**src/tlf_regs.vh**
```
// register map, field positions and constants for the trace line formatter
`ifndef TLF_REGS_VH
`define TLF_REGS_VH
// ----------------------------------------
// register byte offsets
// ----------------------------------------
`define TLF_CTRL_OFF      12'h000
`define TLF_STAT_OFF      12'h004
`define TLF_RDATA_OFF     12'h008
`define TLF_RPTR_OFF      12'h00c
// ----------------------------------------
// control fields
// ----------------------------------------
`define TLF_CTRL_EN_BIT   0
`define TLF_CTRL_MODE_LSB 1
`define TLF_CTRL_MODE_MSB 2
`define TLF_CTRL_RST_VAL  32'h0000_0000
// trace modes
`define TLF_MODE_NORMAL   2'h0
`define TLF_MODE_LOOP     2'h1
`define TLF_MODE_DETAIL   2'h2
`define TLF_MODE_PACKED   2'h3
// ----------------------------------------
// buffer geometry
// ----------------------------------------
`define TLF_DEPTH         64
`define TLF_LINE_W        20
`define TLF_IDX_W         6
`define TLF_CNT_W         7
// packed line kinds
`define TLF_KIND_BASE     2'h0
`define TLF_KIND_ONE      2'h1
`define TLF_KIND_TWO      2'h2
`define TLF_KIND_THREE    2'h3
// axi responses
`define TLF_RESP_OKAY     2'h0
`define TLF_RESP_SLVERR   2'h2
`endif

```
**src/tlf_trace_line_formatter.v**
```verilog
// trace line formatter: formats trace records into a 64x20 circular buffer
//
// Summary of operation
// - detail mode stores address line then data line, so 32 entries fit.
// - detail mode counter advances twice per entry, once per line.
// - normal and loop modes share layout: flags with pc bits 17:16, then pc bytes.
// - detail address line upper field holds size, direction, address 17:16; data line zero.
// - byte access data goes to low byte, high byte zero.
// - word access puts lower-address byte in byte1, higher in byte0.
// - detail upper bit 3 is size: 0 word, 1 byte.
// - detail upper bit 2 is direction: 0 write, 1 read.
// - detail upper bits 1:0 carry address bits 17 and 16.
// - flow upper bit 3 marks source 0 or destination 1.
// - flow upper bit 2 marks vector; a vector also sets destination bit.
// - flow upper bits 1:0 hold pc bits 17 and 16.
// - packed kind 00 carries a full 18-bit base pc.
// - packed kind 01 holds one 6-bit offset in bits 5:0.
// - packed kind 10 holds two offsets in bits 11:0.
// - packed kind 11 holds three offsets in bits 17:0.
// - new base line whenever pc bits 17:6 differ from previous base.
// - offsets are the low six pc bits, relative to 64-address block start.
// - first buffer line in packed mode is always a base line, also on wrap.
// - store is 64 lines of 20 bits, circular; counter rises on every new line, not on packed merges.
// - readout gives low 16 bits first, then upper 4 bits with zeros above.
//
// ----------------------------------------
// usage notes
// ----------------------------------------
// buffer lines survive reset; pointers, counter and control do not
// counter is seven bits wide and rolls over after 128 new lines
// detail mode ignores a bus access while its data line is written
// loop filter drops repeated source addresses only, never destinations
// clearing the enable restarts packing: next op opens a base line
// in packed mode a new line landing on index zero is always a base line
// data word reads as zero while tracing is on, pointer kept
// a pointer register write restarts readout at the oldest line unless a data word read with tracing off lands in the same cycle
// unmapped addresses answer slave error and read as zero
// misaligned byte offsets decode to their aligned word
// control update needs write strobe bit zero
// one write and one read may be in flight at a time
//
// The address map and the AXI4-Lite interface to the registers were left to the implementer.
`default_nettype none
`include "tlf_regs.vh"

module tlf_trace_line_formatter (
  input  wire        clk,
  input  wire        rst_b,
  // core trace inputs
  input  wire        cof_valid,
  input  wire [17:0] cof_addr,
  input  wire        source_dest_flag,
  input  wire        vector_flag,
  input  wire        bus_valid,
  input  wire [17:0] bus_addr,
  input  wire [15:0] bus_data,
  input  wire        access_size_flag,
  input  wire        access_direction_flag,
  input  wire        op_valid,
  input  wire [17:0] op_pc,
  // axi4-lite slave
  input  wire [11:0] s_axi_awaddr,
  input  wire        s_axi_awvalid,
  output wire        s_axi_awready,
  input  wire [31:0] s_axi_wdata,
  input  wire [3:0]  s_axi_wstrb,
  input  wire        s_axi_wvalid,
  output wire        s_axi_wready,
  output reg  [1:0]  s_axi_bresp,
  output reg         s_axi_bvalid,
  input  wire        s_axi_bready,
  input  wire [11:0] s_axi_araddr,
  input  wire        s_axi_arvalid,
  output wire        s_axi_arready,
  output reg  [31:0] s_axi_rdata,
  output reg  [1:0]  s_axi_rresp,
  output reg         s_axi_rvalid,
  input  wire        s_axi_rready
);

  // ----------------------------------------
  // state
  // ----------------------------------------
  // circular store, write pointer and line counter
  reg [`TLF_LINE_W-1:0] mem_ff [0:`TLF_DEPTH-1];
  reg [`TLF_IDX_W-1:0]  wptr_ff;
  reg [`TLF_CNT_W-1:0]  valid_line_counter_ff;
  reg                   wrapped_ff;
  // control register fields
  reg                   en_ff;
  reg [1:0]             mode_ff;
  // loop filter: last stored address
  reg [17:0]            loop_last_ff;
  reg                   loop_have_ff;
  // detail mode pending data line
  reg                   data_pend_ff;
  reg [15:0]            data_line_ff;
  // packed mode state
  reg                   base_have_ff;
  reg [11:0]            base_hi_ff;
  reg [1:0]             slots_ff;
  reg [17:0]            pack_ff;
  reg [`TLF_IDX_W-1:0]  pack_idx_ff;
  // readout state
  reg [`TLF_IDX_W-1:0]  rptr_ff;
  reg                   rhalf_ff;
  // bus latches
  reg                   aw_have_ff;
  reg [11:0]            aw_addr_ff;
  reg                   w_have_ff;
  reg [31:0]            w_data_ff;
  reg [3:0]             w_strb_ff;

  // ----------------------------------------
  // line formatting functions
  // ----------------------------------------
  // flow line: flags, prog_counter_top_bit:16, mid and low bytes
  function [19:0] flow_line;
    input [17:0] a;
    input        sd;
    input        va;
    begin
      flow_line = {sd | va, va, a[17:16], a[15:0]};
    end
  endfunction

  // detail data line: byte goes low with high cleared, word keeps lower address in byte1
  function [15:0] data_fmt;
    input [15:0] d;
    input        byte_acc;
    begin
      if (byte_acc) begin
        data_fmt = {8'h00, d[7:0]};
      end else begin
        data_fmt = d;
      end
    end
  endfunction

  // next index round the circular store
  function [`TLF_IDX_W-1:0] ptr_inc;
    input [`TLF_IDX_W-1:0] p;
    begin
      ptr_inc = p + 6'h01;
    end
  endfunction

  // valid-line counter step, rolls over at its width
  function [`TLF_CNT_W-1:0] cnt_inc;
    input [`TLF_CNT_W-1:0] c;
    begin
      cnt_inc = c + 7'h01;
    end
  endfunction

  // ----------------------------------------
  // write side decode
  // ----------------------------------------
  wire        mode_detail = (mode_ff == `TLF_MODE_DETAIL);
  wire        mode_packed = (mode_ff == `TLF_MODE_PACKED);
  wire        mode_loop   = (mode_ff == `TLF_MODE_LOOP);
  // loop filter: source address repeating the last stored address, source or destination
  wire        loop_dup    = mode_loop && loop_have_ff && !source_dest_flag && !vector_flag &&
                            (cof_addr == loop_last_ff);
  wire        cof_store   = en_ff && !mode_detail && !mode_packed && cof_valid && !loop_dup;
  // detail mode takes a bus access only when no data line waits
  wire        det_addr    = en_ff && mode_detail && bus_valid && !data_pend_ff;
  wire        det_data    = en_ff && mode_detail && data_pend_ff;
  // packed mode: one event per executed opcode
  wire        pk_op       = en_ff && mode_packed && op_valid;
  // next packed op needs a line of its own
  wire        pk_open     = (slots_ff == 2'h0) || (slots_ff == 2'h3);
  // new base on block change or when a fresh line would land on index zero
  wire        pk_newbase  = !base_have_ff || (op_pc[17:6] != base_hi_ff) ||
                            (pk_open && wptr_ff == {`TLF_IDX_W{1'b0}});
  wire [1:0]  pk_slots_n  = (slots_ff == 2'h3) ? 2'h1 : slots_ff + 2'h1;
  // a fresh line is taken at the write pointer this cycle
  wire        line_new    = cof_store || det_addr || det_data ||
                            (pk_op && (pk_newbase || pk_open));

  // ----------------------------------------
  // trace store process
  // ----------------------------------------
  always @(posedge clk or negedge rst_b) begin
    if (!rst_b) begin
      // buffer lines keep their contents over reset
      wptr_ff               <= {`TLF_IDX_W{1'b0}};
      valid_line_counter_ff <= {`TLF_CNT_W{1'b0}};
      wrapped_ff            <= 1'b0;
      loop_last_ff          <= 18'h00000;
      loop_have_ff          <= 1'b0;
      data_pend_ff          <= 1'b0;
      data_line_ff          <= 16'h0000;
      base_have_ff          <= 1'b0;
      base_hi_ff            <= 12'h000;
      slots_ff              <= 2'h0;
      pack_ff               <= 18'h00000;
      pack_idx_ff           <= {`TLF_IDX_W{1'b0}};
    end else if (!en_ff) begin
      // tracing off: restart packing and loop filter for next session
      base_have_ff <= 1'b0;
      slots_ff     <= 2'h0;
      loop_have_ff <= 1'b0;
      data_pend_ff <= 1'b0;
    end else begin
      if (cof_store) begin
        mem_ff[wptr_ff] <= flow_line(cof_addr, source_dest_flag, vector_flag);
        loop_last_ff    <= cof_addr;
        loop_have_ff    <= 1'b1;
        wptr_ff         <= ptr_inc(wptr_ff);
        valid_line_counter_ff <= cnt_inc(valid_line_counter_ff);
      end
      if (det_addr) begin
        // address line now, data line next cycle
        mem_ff[wptr_ff] <= {access_size_flag, access_direction_flag, bus_addr[17:16],
                            bus_addr[15:0]};
        data_line_ff <= data_fmt(bus_data, access_size_flag);
        data_pend_ff <= 1'b1;
        wptr_ff      <= ptr_inc(wptr_ff);
        valid_line_counter_ff <= cnt_inc(valid_line_counter_ff);
      end
      if (det_data) begin
        mem_ff[wptr_ff] <= {4'h0, data_line_ff};
        data_pend_ff    <= 1'b0;
        wptr_ff         <= ptr_inc(wptr_ff);
        valid_line_counter_ff <= cnt_inc(valid_line_counter_ff);
      end
      if (pk_op) begin
        if (pk_newbase) begin
          // close any partial line, write full base
          mem_ff[wptr_ff] <= {`TLF_KIND_BASE, op_pc};
          base_hi_ff   <= op_pc[17:6];
          base_have_ff <= 1'b1;
          slots_ff     <= 2'h0;
          wptr_ff      <= ptr_inc(wptr_ff);
          valid_line_counter_ff <= cnt_inc(valid_line_counter_ff);
        end else if (pk_open) begin
          // open a new offset line in the lowest slot
          mem_ff[wptr_ff] <= {`TLF_KIND_ONE, 12'h000, op_pc[5:0]};
          pack_ff     <= {12'h000, op_pc[5:0]};
          pack_idx_ff <= wptr_ff;
          slots_ff    <= 2'h1;
          wptr_ff     <= ptr_inc(wptr_ff);
          valid_line_counter_ff <= cnt_inc(valid_line_counter_ff);
        end else if (slots_ff == 2'h1) begin
          mem_ff[pack_idx_ff] <= {`TLF_KIND_TWO, 6'h00, op_pc[5:0], pack_ff[5:0]};
          pack_ff  <= {6'h00, op_pc[5:0], pack_ff[5:0]};
          slots_ff <= pk_slots_n;
        end else begin
          mem_ff[pack_idx_ff] <= {`TLF_KIND_THREE, op_pc[5:0], pack_ff[11:0]};
          pack_ff  <= {op_pc[5:0], pack_ff[11:0]};
          slots_ff <= pk_slots_n;
        end
      end
      // last index written: the store has come round
      if (line_new && wptr_ff == 6'h3f) begin
        wrapped_ff <= 1'b1;
      end
    end
  end

  // ----------------------------------------
  // axi4-lite write channel
  // ----------------------------------------
  // ready while nothing is held and no answer is pending
  assign s_axi_awready = !aw_have_ff && !s_axi_bvalid;
  assign s_axi_wready  = !w_have_ff && !s_axi_bvalid;
  wire   wr_go         = aw_have_ff && w_have_ff;
  wire   wr_ctrl       = wr_go && aw_addr_ff == `TLF_CTRL_OFF;
  wire   wr_rptr       = wr_go && aw_addr_ff == `TLF_RPTR_OFF;
  wire   wr_ok         = wr_ctrl || wr_rptr || (aw_addr_ff == `TLF_STAT_OFF) ||
                         (aw_addr_ff == `TLF_RDATA_OFF);
  // oldest line index: zero before wrap, write pointer after
  wire [`TLF_IDX_W-1:0] oldest = wrapped_ff ? wptr_ff : {`TLF_IDX_W{1'b0}};

  always @(posedge clk or negedge rst_b) begin
    if (!rst_b) begin
      aw_have_ff   <= 1'b0;
      aw_addr_ff   <= 12'h000;
      w_have_ff    <= 1'b0;
      w_data_ff    <= 32'h0000_0000;
      w_strb_ff    <= 4'h0;
      s_axi_bvalid <= 1'b0;
      s_axi_bresp  <= `TLF_RESP_OKAY;
      en_ff        <= 1'b0;
      mode_ff      <= `TLF_MODE_NORMAL;
    end else begin
      // address and data may arrive in either order
      if (s_axi_awvalid && s_axi_awready) begin
        aw_have_ff <= 1'b1;
        aw_addr_ff <= {s_axi_awaddr[11:2], 2'h0};
      end
      if (s_axi_wvalid && s_axi_wready) begin
        w_have_ff <= 1'b1;
        w_data_ff <= s_axi_wdata;
        w_strb_ff <= s_axi_wstrb;
      end
      // both halves held: answer and apply
      if (wr_go) begin
        aw_have_ff   <= 1'b0;
        w_have_ff    <= 1'b0;
        s_axi_bvalid <= 1'b1;
        s_axi_bresp  <= wr_ok ? `TLF_RESP_OKAY : `TLF_RESP_SLVERR;
        if (wr_ctrl && w_strb_ff[0]) begin
          en_ff   <= w_data_ff[`TLF_CTRL_EN_BIT];
          mode_ff <= w_data_ff[`TLF_CTRL_MODE_MSB:`TLF_CTRL_MODE_LSB];
        end
      end else if (s_axi_bvalid && s_axi_bready) begin
        s_axi_bvalid <= 1'b0;
      end
    end
  end

  // ----------------------------------------
  // axi4-lite read channel and buffer readout
  // ----------------------------------------
  // read address decoded on word boundaries
  assign s_axi_arready = !s_axi_rvalid;
  wire [11:0] ar_a     = {s_axi_araddr[11:2], 2'h0};
  wire [`TLF_LINE_W-1:0] rline = mem_ff[rptr_ff];

  always @(posedge clk or negedge rst_b) begin
    if (!rst_b) begin
      s_axi_rvalid <= 1'b0;
      s_axi_rdata  <= 32'h0000_0000;
      s_axi_rresp  <= `TLF_RESP_OKAY;
      rptr_ff      <= {`TLF_IDX_W{1'b0}};
      rhalf_ff     <= 1'b0;
    end else begin
      if (wr_rptr) begin
        // restart readout at the oldest line
        rptr_ff  <= oldest;
        rhalf_ff <= 1'b0;
      end
      // one read answered at a time
      if (s_axi_arvalid && s_axi_arready) begin
        s_axi_rvalid <= 1'b1;
        s_axi_rresp  <= `TLF_RESP_OKAY;
        case (ar_a)
          `TLF_CTRL_OFF: begin
            s_axi_rdata <= {29'h0, mode_ff, en_ff};
          end
          `TLF_STAT_OFF: begin
            s_axi_rdata <= {23'h0, wrapped_ff, 1'b0, valid_line_counter_ff};
          end
          `TLF_RDATA_OFF: begin
            if (en_ff) begin
              s_axi_rdata <= 32'h0000_0000; // no readout while tracing
            end else if (!rhalf_ff) begin
              s_axi_rdata <= {16'h0000, rline[15:0]};
              rhalf_ff    <= 1'b1;
            end else begin
              s_axi_rdata <= {28'h0, rline[19:16]};
              rhalf_ff    <= 1'b0;
              rptr_ff     <= ptr_inc(rptr_ff);
            end
          end
          `TLF_RPTR_OFF: begin
            s_axi_rdata <= {25'h0, rhalf_ff, rptr_ff};
          end
          default: begin
            s_axi_rdata <= 32'h0000_0000;
            s_axi_rresp <= `TLF_RESP_SLVERR;
          end
        endcase
      end else if (s_axi_rvalid && s_axi_rready) begin
        s_axi_rvalid <= 1'b0;
      end
    end
  end

endmodule
`default_nettype wire
```
**config.mk**
```make
export PLATFORM = sky130hd
export DESIGN_NAME = tlf_trace_line_formatter
export DESIGN_NICKNAME = d
export VERILOG_FILES = /design/src/tlf_trace_line_formatter.v
export VERILOG_INCLUDE_DIRS = /design/src
export SDC_FILE = /design/constraint.sdc
export NUM_CORES = 2
export LEC_CHECK = 0
export BUFFER_PORTS_ARGS = -buffer_cell sky130_fd_sc_hd__buf_4
export CELL_PAD_IN_SITES_DETAIL_PLACEMENT = 0
export CELL_PAD_IN_SITES_GLOBAL_PLACEMENT = 2
export CORE_MARGIN = 5
export CORE_UTILIZATION = 40
export CTS_CLUSTER_DIAMETER = 60
export DETAILED_ROUTE_END_ITERATION = 12
export PLACE_DENSITY_LB_ADDON = 0.12
export SYNTH_ARGS = -nofsm -noshare
export SYNTH_HDL_FRONTEND = slang
export SYNTH_SLANG_ARGS = --single-unit
```
**constraint.sdc**
```tcl
create_clock -name clk -period 10.22 [get_ports clk]
set_input_delay 0.511 -clock clk [delete_from_list [all_inputs] [get_ports clk]]
set_output_delay 0.511 -clock clk [all_outputs]
set_load 0.01 [all_outputs]
```
## Word level (Yosys, flattened, before mapping)

Memory sizes are Yosys's and may differ from the RTL's.
Index checks and enable logic that the tools add are counted.

- Bits in registers: 147
- Bits in writable memories: 1280
- Input bits: 144
- Output and inout port bits: 41
- Logic and storage cells: 222
- Memories: 1

Memories:

| name | depth | bits a word | rd ports | clocked after Yosys merged registers in | wr ports | line | text |
|---|---|---|---|---|---|---|---|
| mem_ff | 64 | 20 | 1 | 0 | 1 | tlf_trace_line_formatter.v:85 | `` reg [`TLF_LINE_W-1:0] mem_ff [0:`TLF_DEPTH-1]; `` |

- Add/subtract/negate cells: 4
- Equal/unequal tests: 18
- Mux-type cells: 90
- Bitwise gates (word level): 7
- Reductions and logical operators: 75

Operators with widths:

| kind | number |
|---|---|
| $mux W20 | 6 |
| $mux W6 | 13 |
| $pmux W16 S4 | 1 |
| $mux W1 | 52 |
| $mux W16 | 3 |
| $mux W7 | 6 |
| $eq A10 B2 Y1 const B | 4 |
| $logic_and A1 B1 Y1 | 35 |
| $logic_not A12 Y1 | 2 |
| $mux W12 | 2 |
| $eq A10 B1 Y1 const B | 2 |
| $reduce_or A20 Y1 | 1 |
| $eq A18 B18 Y1 | 1 |
| $mux W2 | 7 |
| $add A6 B1 Y6 const B | 2 |
| $ne A12 B12 Y1 | 1 |
| $logic_not A1 Y1 | 11 |
| $logic_or A1 B1 Y1 | 10 |
| $reduce_and A2 Y1 | 5 |
| $reduce_bool A2 Y1 | 5 |
| $reduce_and A4 Y1 | 2 |
| $add A7 B1 Y7 const B | 1 |
| $eq A2 B2 Y1 const B | 3 |
| $eq A6 B6 Y1 const B | 1 |
| other kinds (10) | 18 |

## Depth between registers and ports, before layout

- Depth in word-level cells: 16
- Depth in mapped cells: 12
- Depth with buffers taken out: 9

## Least setup slack after synthesis

OpenSTA, ideal clock, no wires.

- Kind: register -> register
- Start: register wptr_ff[0]
- End: memory mem_ff[0][14] (netlist name) (data pin)
- Setup time: 0.702 ns
- Arrival time: 4.624 ns
- Required time: 9.518 ns
- Slack: 4.895 ns
- Cell stages (with the launch flop): 12
- Path buffers: 2
- Period minus slack after synthesis: 5.325 ns
- Path through: dfrtp_1 clkbuf_1 inv_1 ha_1 nand3b_1 o211ai_1 nor4_4 nor2_1 nand2_1 buf_4 mux2i_1 o21ai_0

- Word-level cells in the longest chain between the ends: 11
- Elaborated cells on any way between the ends: 29
- Classes of those cells: 20 x mux; 1 x bitwise; 8 x reduce/logical

Ends and longest elaborated chain:

| what | line | text |
|---|---|---|
| start: declaration | tlf_trace_line_formatter.v:86 | `` reg [`TLF_IDX_W-1:0] wptr_ff; `` |
| start signal: assignment | tlf_trace_line_formatter.v:187 | `` wptr_ff <= {`TLF_IDX_W{1'b0}}; `` |
| start signal: assignment | tlf_trace_line_formatter.v:210 | `wptr_ff <= ptr_inc(wptr_ff);` |
| start signal: assignment | tlf_trace_line_formatter.v:219 | `wptr_ff <= ptr_inc(wptr_ff);` |
| $logic_not A6 Y1 * | tlf_trace_line_formatter.v:175 | `` (pk_open && wptr_ff == {`TLF_IDX_W{1'b0}}); `` |
| $logic_and A1 B1 Y1 * | tlf_trace_line_formatter.v:175 |  |
| $logic_or A1 B1 Y1 * | tlf_trace_line_formatter.v:174 | `wire pk_newbase = !base_have_ff \|\| (op_pc[17:6] != base_hi_ff) \|\|` |
| $mux W1 | tlf_trace_line_formatter.v:229 | `if (pk_newbase) begin` |
| $mux W1 | tlf_trace_line_formatter.v:228 | `if (pk_op) begin` |
| $mux W1 | tlf_trace_line_formatter.v:199 | `end else if (!en_ff) begin` |
| $logic_and A1 B1 Y1, on equally long branches | tlf_trace_line_formatter.v:246, tlf_trace_line_formatter.v:231, tlf_trace_line_formatter.v:250 |  |
| $mux W1, on equally long branches | tlf_trace_line_formatter.v:246, tlf_trace_line_formatter.v:231, tlf_trace_line_formatter.v:250 |  |
| $or A1 B1 Y1 (no line) or $mux W20 (tied branches) | n/a |  |
| $reduce_or A20 Y1 (no line) or $mux W20 (tied branches) | n/a |  |
| $mux W20 (no line) * | n/a |  |
| end: declaration | tlf_trace_line_formatter.v:85 |  |

Mark *: on every way between the ends. The rest lies on a longest branch, timed or not.

## Final worst setup path

- Start: register wptr_ff[0]
- End: memory mem_ff[29][0] (netlist name), enable pin

- Word-level cells in the longest chain between the ends: 11
- Elaborated cells on any way between the ends: 29
- Classes of those cells: 18 x mux; 3 x bitwise; 8 x reduce/logical

Ends and longest elaborated chain:

| what | line |
|---|---|
| $logic_not A6 Y1 | tlf_trace_line_formatter.v:175 |
| $logic_and A1 B1 Y1 | tlf_trace_line_formatter.v:175 |
| $logic_or A1 B1 Y1 | tlf_trace_line_formatter.v:174 |
| $mux W1 | tlf_trace_line_formatter.v:229 |
| $mux W1 | tlf_trace_line_formatter.v:228 |
| $mux W1 | tlf_trace_line_formatter.v:199 |
| $logic_and A1 B1 Y1, on equally long branches | tlf_trace_line_formatter.v:246, tlf_trace_line_formatter.v:231, tlf_trace_line_formatter.v:250 |
| $mux W1, on equally long branches | tlf_trace_line_formatter.v:246, tlf_trace_line_formatter.v:231, tlf_trace_line_formatter.v:250 |
| $or A1 B1 Y1 (no line) | n/a |
| $reduce_or A20 Y1 (no line) or $or A1 B1 Y1 (tied branches) | n/a |
| $mux W6 (no line) or $mux W1 (tied branches) | n/a |

Parallel ways exist; a longest one is shown, timed or not.

==> summary.txt <==
Floorplan
  • Die Ht: 386.2 µm
  • Core area: 0.1411 mm²
  • FP Rows: 138
  • Die ar.: between 0.1 and 0.15 mm²
  • I/O pins: 185
  • Starting Density: 40.13%
  • Chip width: 386.2 µm

Clocking
  • Post-cts hold buffer count: 67
  • Worst skew pair latency: 0.78 ns
  • Clk slew on worst S/H paths: roughly 0.06 ns
  • Total CTS buffers: 159
  • Root Buffer: clkbuf_16
  • Clock net sink count: approximately 1400
  • CTS tree: built
  • Setup Fix Bufs, Post-CTS: 0
  • Htree depth: 4
  • Clock Tree Buf Depth: 3
  • CTS resizes: 0

Timing
  • Fin crit share: 48.96%
  • Worst Max-Slew Pin Slew: 1.161 ns
  • Hold violation count in the final report: 0
  • RSZ-0062 raised after global routing: false
  • Worst hold margin: between 0.07 and 0.08 ns
  • Fin worst setup slack: 5.216 ns
  • Fmax: about 200 MHz
  • Setup violators final: 0
  • Max_slew headroom: a little under a quarter
  • Final Skew: 0.03056 ns
  • Crit path time final: roughly 5.0 ns
  • Max Transition Viols Final: 0
  • Setup_tns: 0 ns

Worst setup path
  • Nature of the critical path endpoint: flip-flop
  • R2R Setup Slk: 5.22 ns
  • Peak fanout along the critical path: 31
  • CP max stage delay: 0.91 ns
  • Critical path type: reg2reg
  • Worst R2R Path Depth: 9
  • CP max stage cell: nor2_4
  • Cell Chain, Critical Path: inv_1 > ha_1 > nand3b_1 > o211ai_1 > nor4_4 > o2111ai_4 > nor3_1 > o22ai_2 > nor2_4
  • R2r endpoint: mem_ff[29][0]
  • Crit path DAT: 5.39 ns
  • Critical Path RT: 10.60 ns
  • RR Startpoint: wptr_ff[0]
  • Startpoint Class: flip-flop

Placement
  • Inst Count DP: 4936
  • Pre-CTS setup slack: 5.277 ns
  • DP Area: 0.06025 mm²
  • Post-DP HPWL: 90330 µm
  • GPL Wtd Cong: 0.7737
  • Port Buf Inserts: 130

Drt
  • Initial DRC count: 2660
  • Routed Antenna Nets: 0
  • Via-per-instance ratio: 5.612
  • Drt first pass iters: 6
  • Wire per inst: 29.56 µm
  • DR DRC count: 0
  • DR vias: 29710
  • Final WL: approximately 160000 µm

Yosys
  • Warnings from Yosys: 0
  • Syn avg cell area: 18.81 µm²
  • Asr flop ratio synth: under 10%
  • Distinct cells, synth: 74
  • Prevailing post-synth register cell: edfxtp_1
  • Cell Area, Synth: around 0.057 mm²
  • Post-synthesis cell count: about 3000
  • Register area share after synthesis: between 70% and 80%
  • Number of flops mapped to enable cells by yosys: around 1300
  • Yosys reg bits: between 1000 and 1500

Status
  • Status: finished clean

Layout
  • P&R area growth vs syn: 16.71%
  • Fin util: a little under half
  • Final non-filler cell total: 5294
  • Layout cell share with drive strength beyond 1: 25.42%
  • Layout Nets: between 3000 and 4000
  • Design Area, Final: between 0.06 and 0.07 mm²

Power
  • Standby leakage power: approximately 22 nW
  • P per Cell Area: 193.0 mW/mm²
  • Final Power: around 13 mW
  • Max IR drop VDD: 0.1977 mV

Global route
  • Total global-route track usage: 21.17%
  • Grt ovf: 0
  • Initial antenna violation count: 12
  • Largest net degree at the start of global routing: 105
  • First-pass GRT wire length: around 220000 µm
  • Number of global-route vias before repair: 30490

Min path
  • Hold endpoint: pack_ff[5]
  • HP Start: op_pc[5]
  • Hold depth: 2
  • Tightest Hold Check Type: in2reg

Flow run
  • Max cap viols: 0
[cell usage in the layout, fill, tap and decap left out, drive strengths merged, types with 64 or more instances in the layout]
cell / n
a21oi: 76
o221ai: 91
dlygate4sd3: 67
buf: 214
mux2i: 253
mux4: 245
edfxtp: 1280
dfrtp: 129
clkbuf: 200
clkinv: 64
nor2: 120
nand2: 134
o21ai: 67
[worst max-delay path, delay by kind of cell, from the launching register on]
| kind | cells | cell delay (ns) |
|---|---|---|
| simple gates | 4 | 2.09 |
| flops | 1 | 0.63 |
| compound gates | 3 | 1.31 |
| buf+inv | 1 | 0.26 |
| fa+ha+maj | 1 | 0.27 |
[metal layers]
metal / global-route usage [%] / vias up / part of all wire, %
met5: 0 / - / 0.038
met4: 5.891 / 8 / 2.4
met3: 4.482 / 214 / 6.3
met2: 34.68 / 924 / 49
met1: 28.91 / 15800 / 42
li1: - / 12770 / -
[where the power goes]
group / total (mW) / switching [mW] / internal [mW] / leakage (nW)
clock network: 5.59 / 2.29 / 3.30 / 2.52
logic: 0.778 / 0.500 / 0.278 / 5.81
registers: 6.39 / 0.0487 / 6.34 / 13.3
total: 12.8 / 2.84 / 9.92 / 21.6
[how the worst max path moves through the flow]
stage                     startpoint             to  slack, ns  cells after the start
after global routing      wptr_ff[0]  mem_ff[31][1]       4.96                      9
after global placement    wptr_ff[0]  mem_ff[0][15]       5.41                      8
after floorplan           wptr_ff[0]  mem_ff[0][14]       4.89                     11
final                     wptr_ff[0]  mem_ff[29][0]       5.22                      9
after detailed placement  wptr_ff[0]   mem_ff[2][7]       5.28                      8
after CTS                 wptr_ff[0]  mem_ff[29][1]       5.22                      9
[sequential cells by signal (all words and copies together), names as in the netlist, 7 cells and up]
signal                 count
aw_addr_ff                10
data_line_ff              16
base_hi_ff                12
mem_ff                  1280
valid_line_counter_ff      7
loop_last_ff              18
s_axi_rdata               16
pack_ff                   12
[synth_stat cells, drive strengths merged, types with 3 or more instances]
cell	n	area, µm²
mux2i	253	2532
clkbuf	92	349.1
o211ai	11	87.58
a31oi	11	112.6
nor2	120	450.4
nor4b	6	83.83
a21oi	76	380.4
nor3	47	235.2
o22ai	57	387.9
o221ai	91	797.0
nand3b	20	150.1
a21o	4	30.03
nor2b	5	31.28
mux2	59	664.4
nand4	14	87.58
ha	7	87.58
o21ai	67	339.1
buf	102	782.0
nand2b	7	43.79
dfrtp	129	3228
mux4	245	5518
xnor2	40	350.3
edfxtp	1280	38440
and3	8	50.05
a2111oi	3	32.53
a211oi	11	82.58
nand2	134	503.0
nand3	14	70.07
inv	19	71.32
a221oi	7	67.56
a2bb2oi	3	26.28
and2	17	106.4
nor4	8	65.06
nor3b	6	45.04
xor2	3	26.28
[cells by family after synthesis]
logic type | Yosys count | synth area share (%)
AOI/OAI and AO/OA | 362 | 4.492
and+or+nand+nor | 417 | 3.556
xor gates and xnor gates | 43 | 0.6653
muxes | 557 | 15.40
DFF | 1409 | 73.61
other | 1 | 0.006625
buffers and inverters | 213 | 2.124
adders and majority gates | 7 | 0.1547
[area by class of cell]
| cell class | instances | area (µm²) |
|---|---|---|
| fill | 11870 | 75000 |
| sequential | 1409 | 41680 |
| multi-input combinational | 1404 | 14500 |
| clock buffer | 200 | 4352 |
| tap | 1890 | 2365 |
| timing repair buffer | 281 | 2306 |
| clock inverter | 86 | 784.5 |
| inverter | 19 | 75.07 |
| antenna | 5 | 12.51 |
Note: power is estimated with default switching activity, not from simulation.
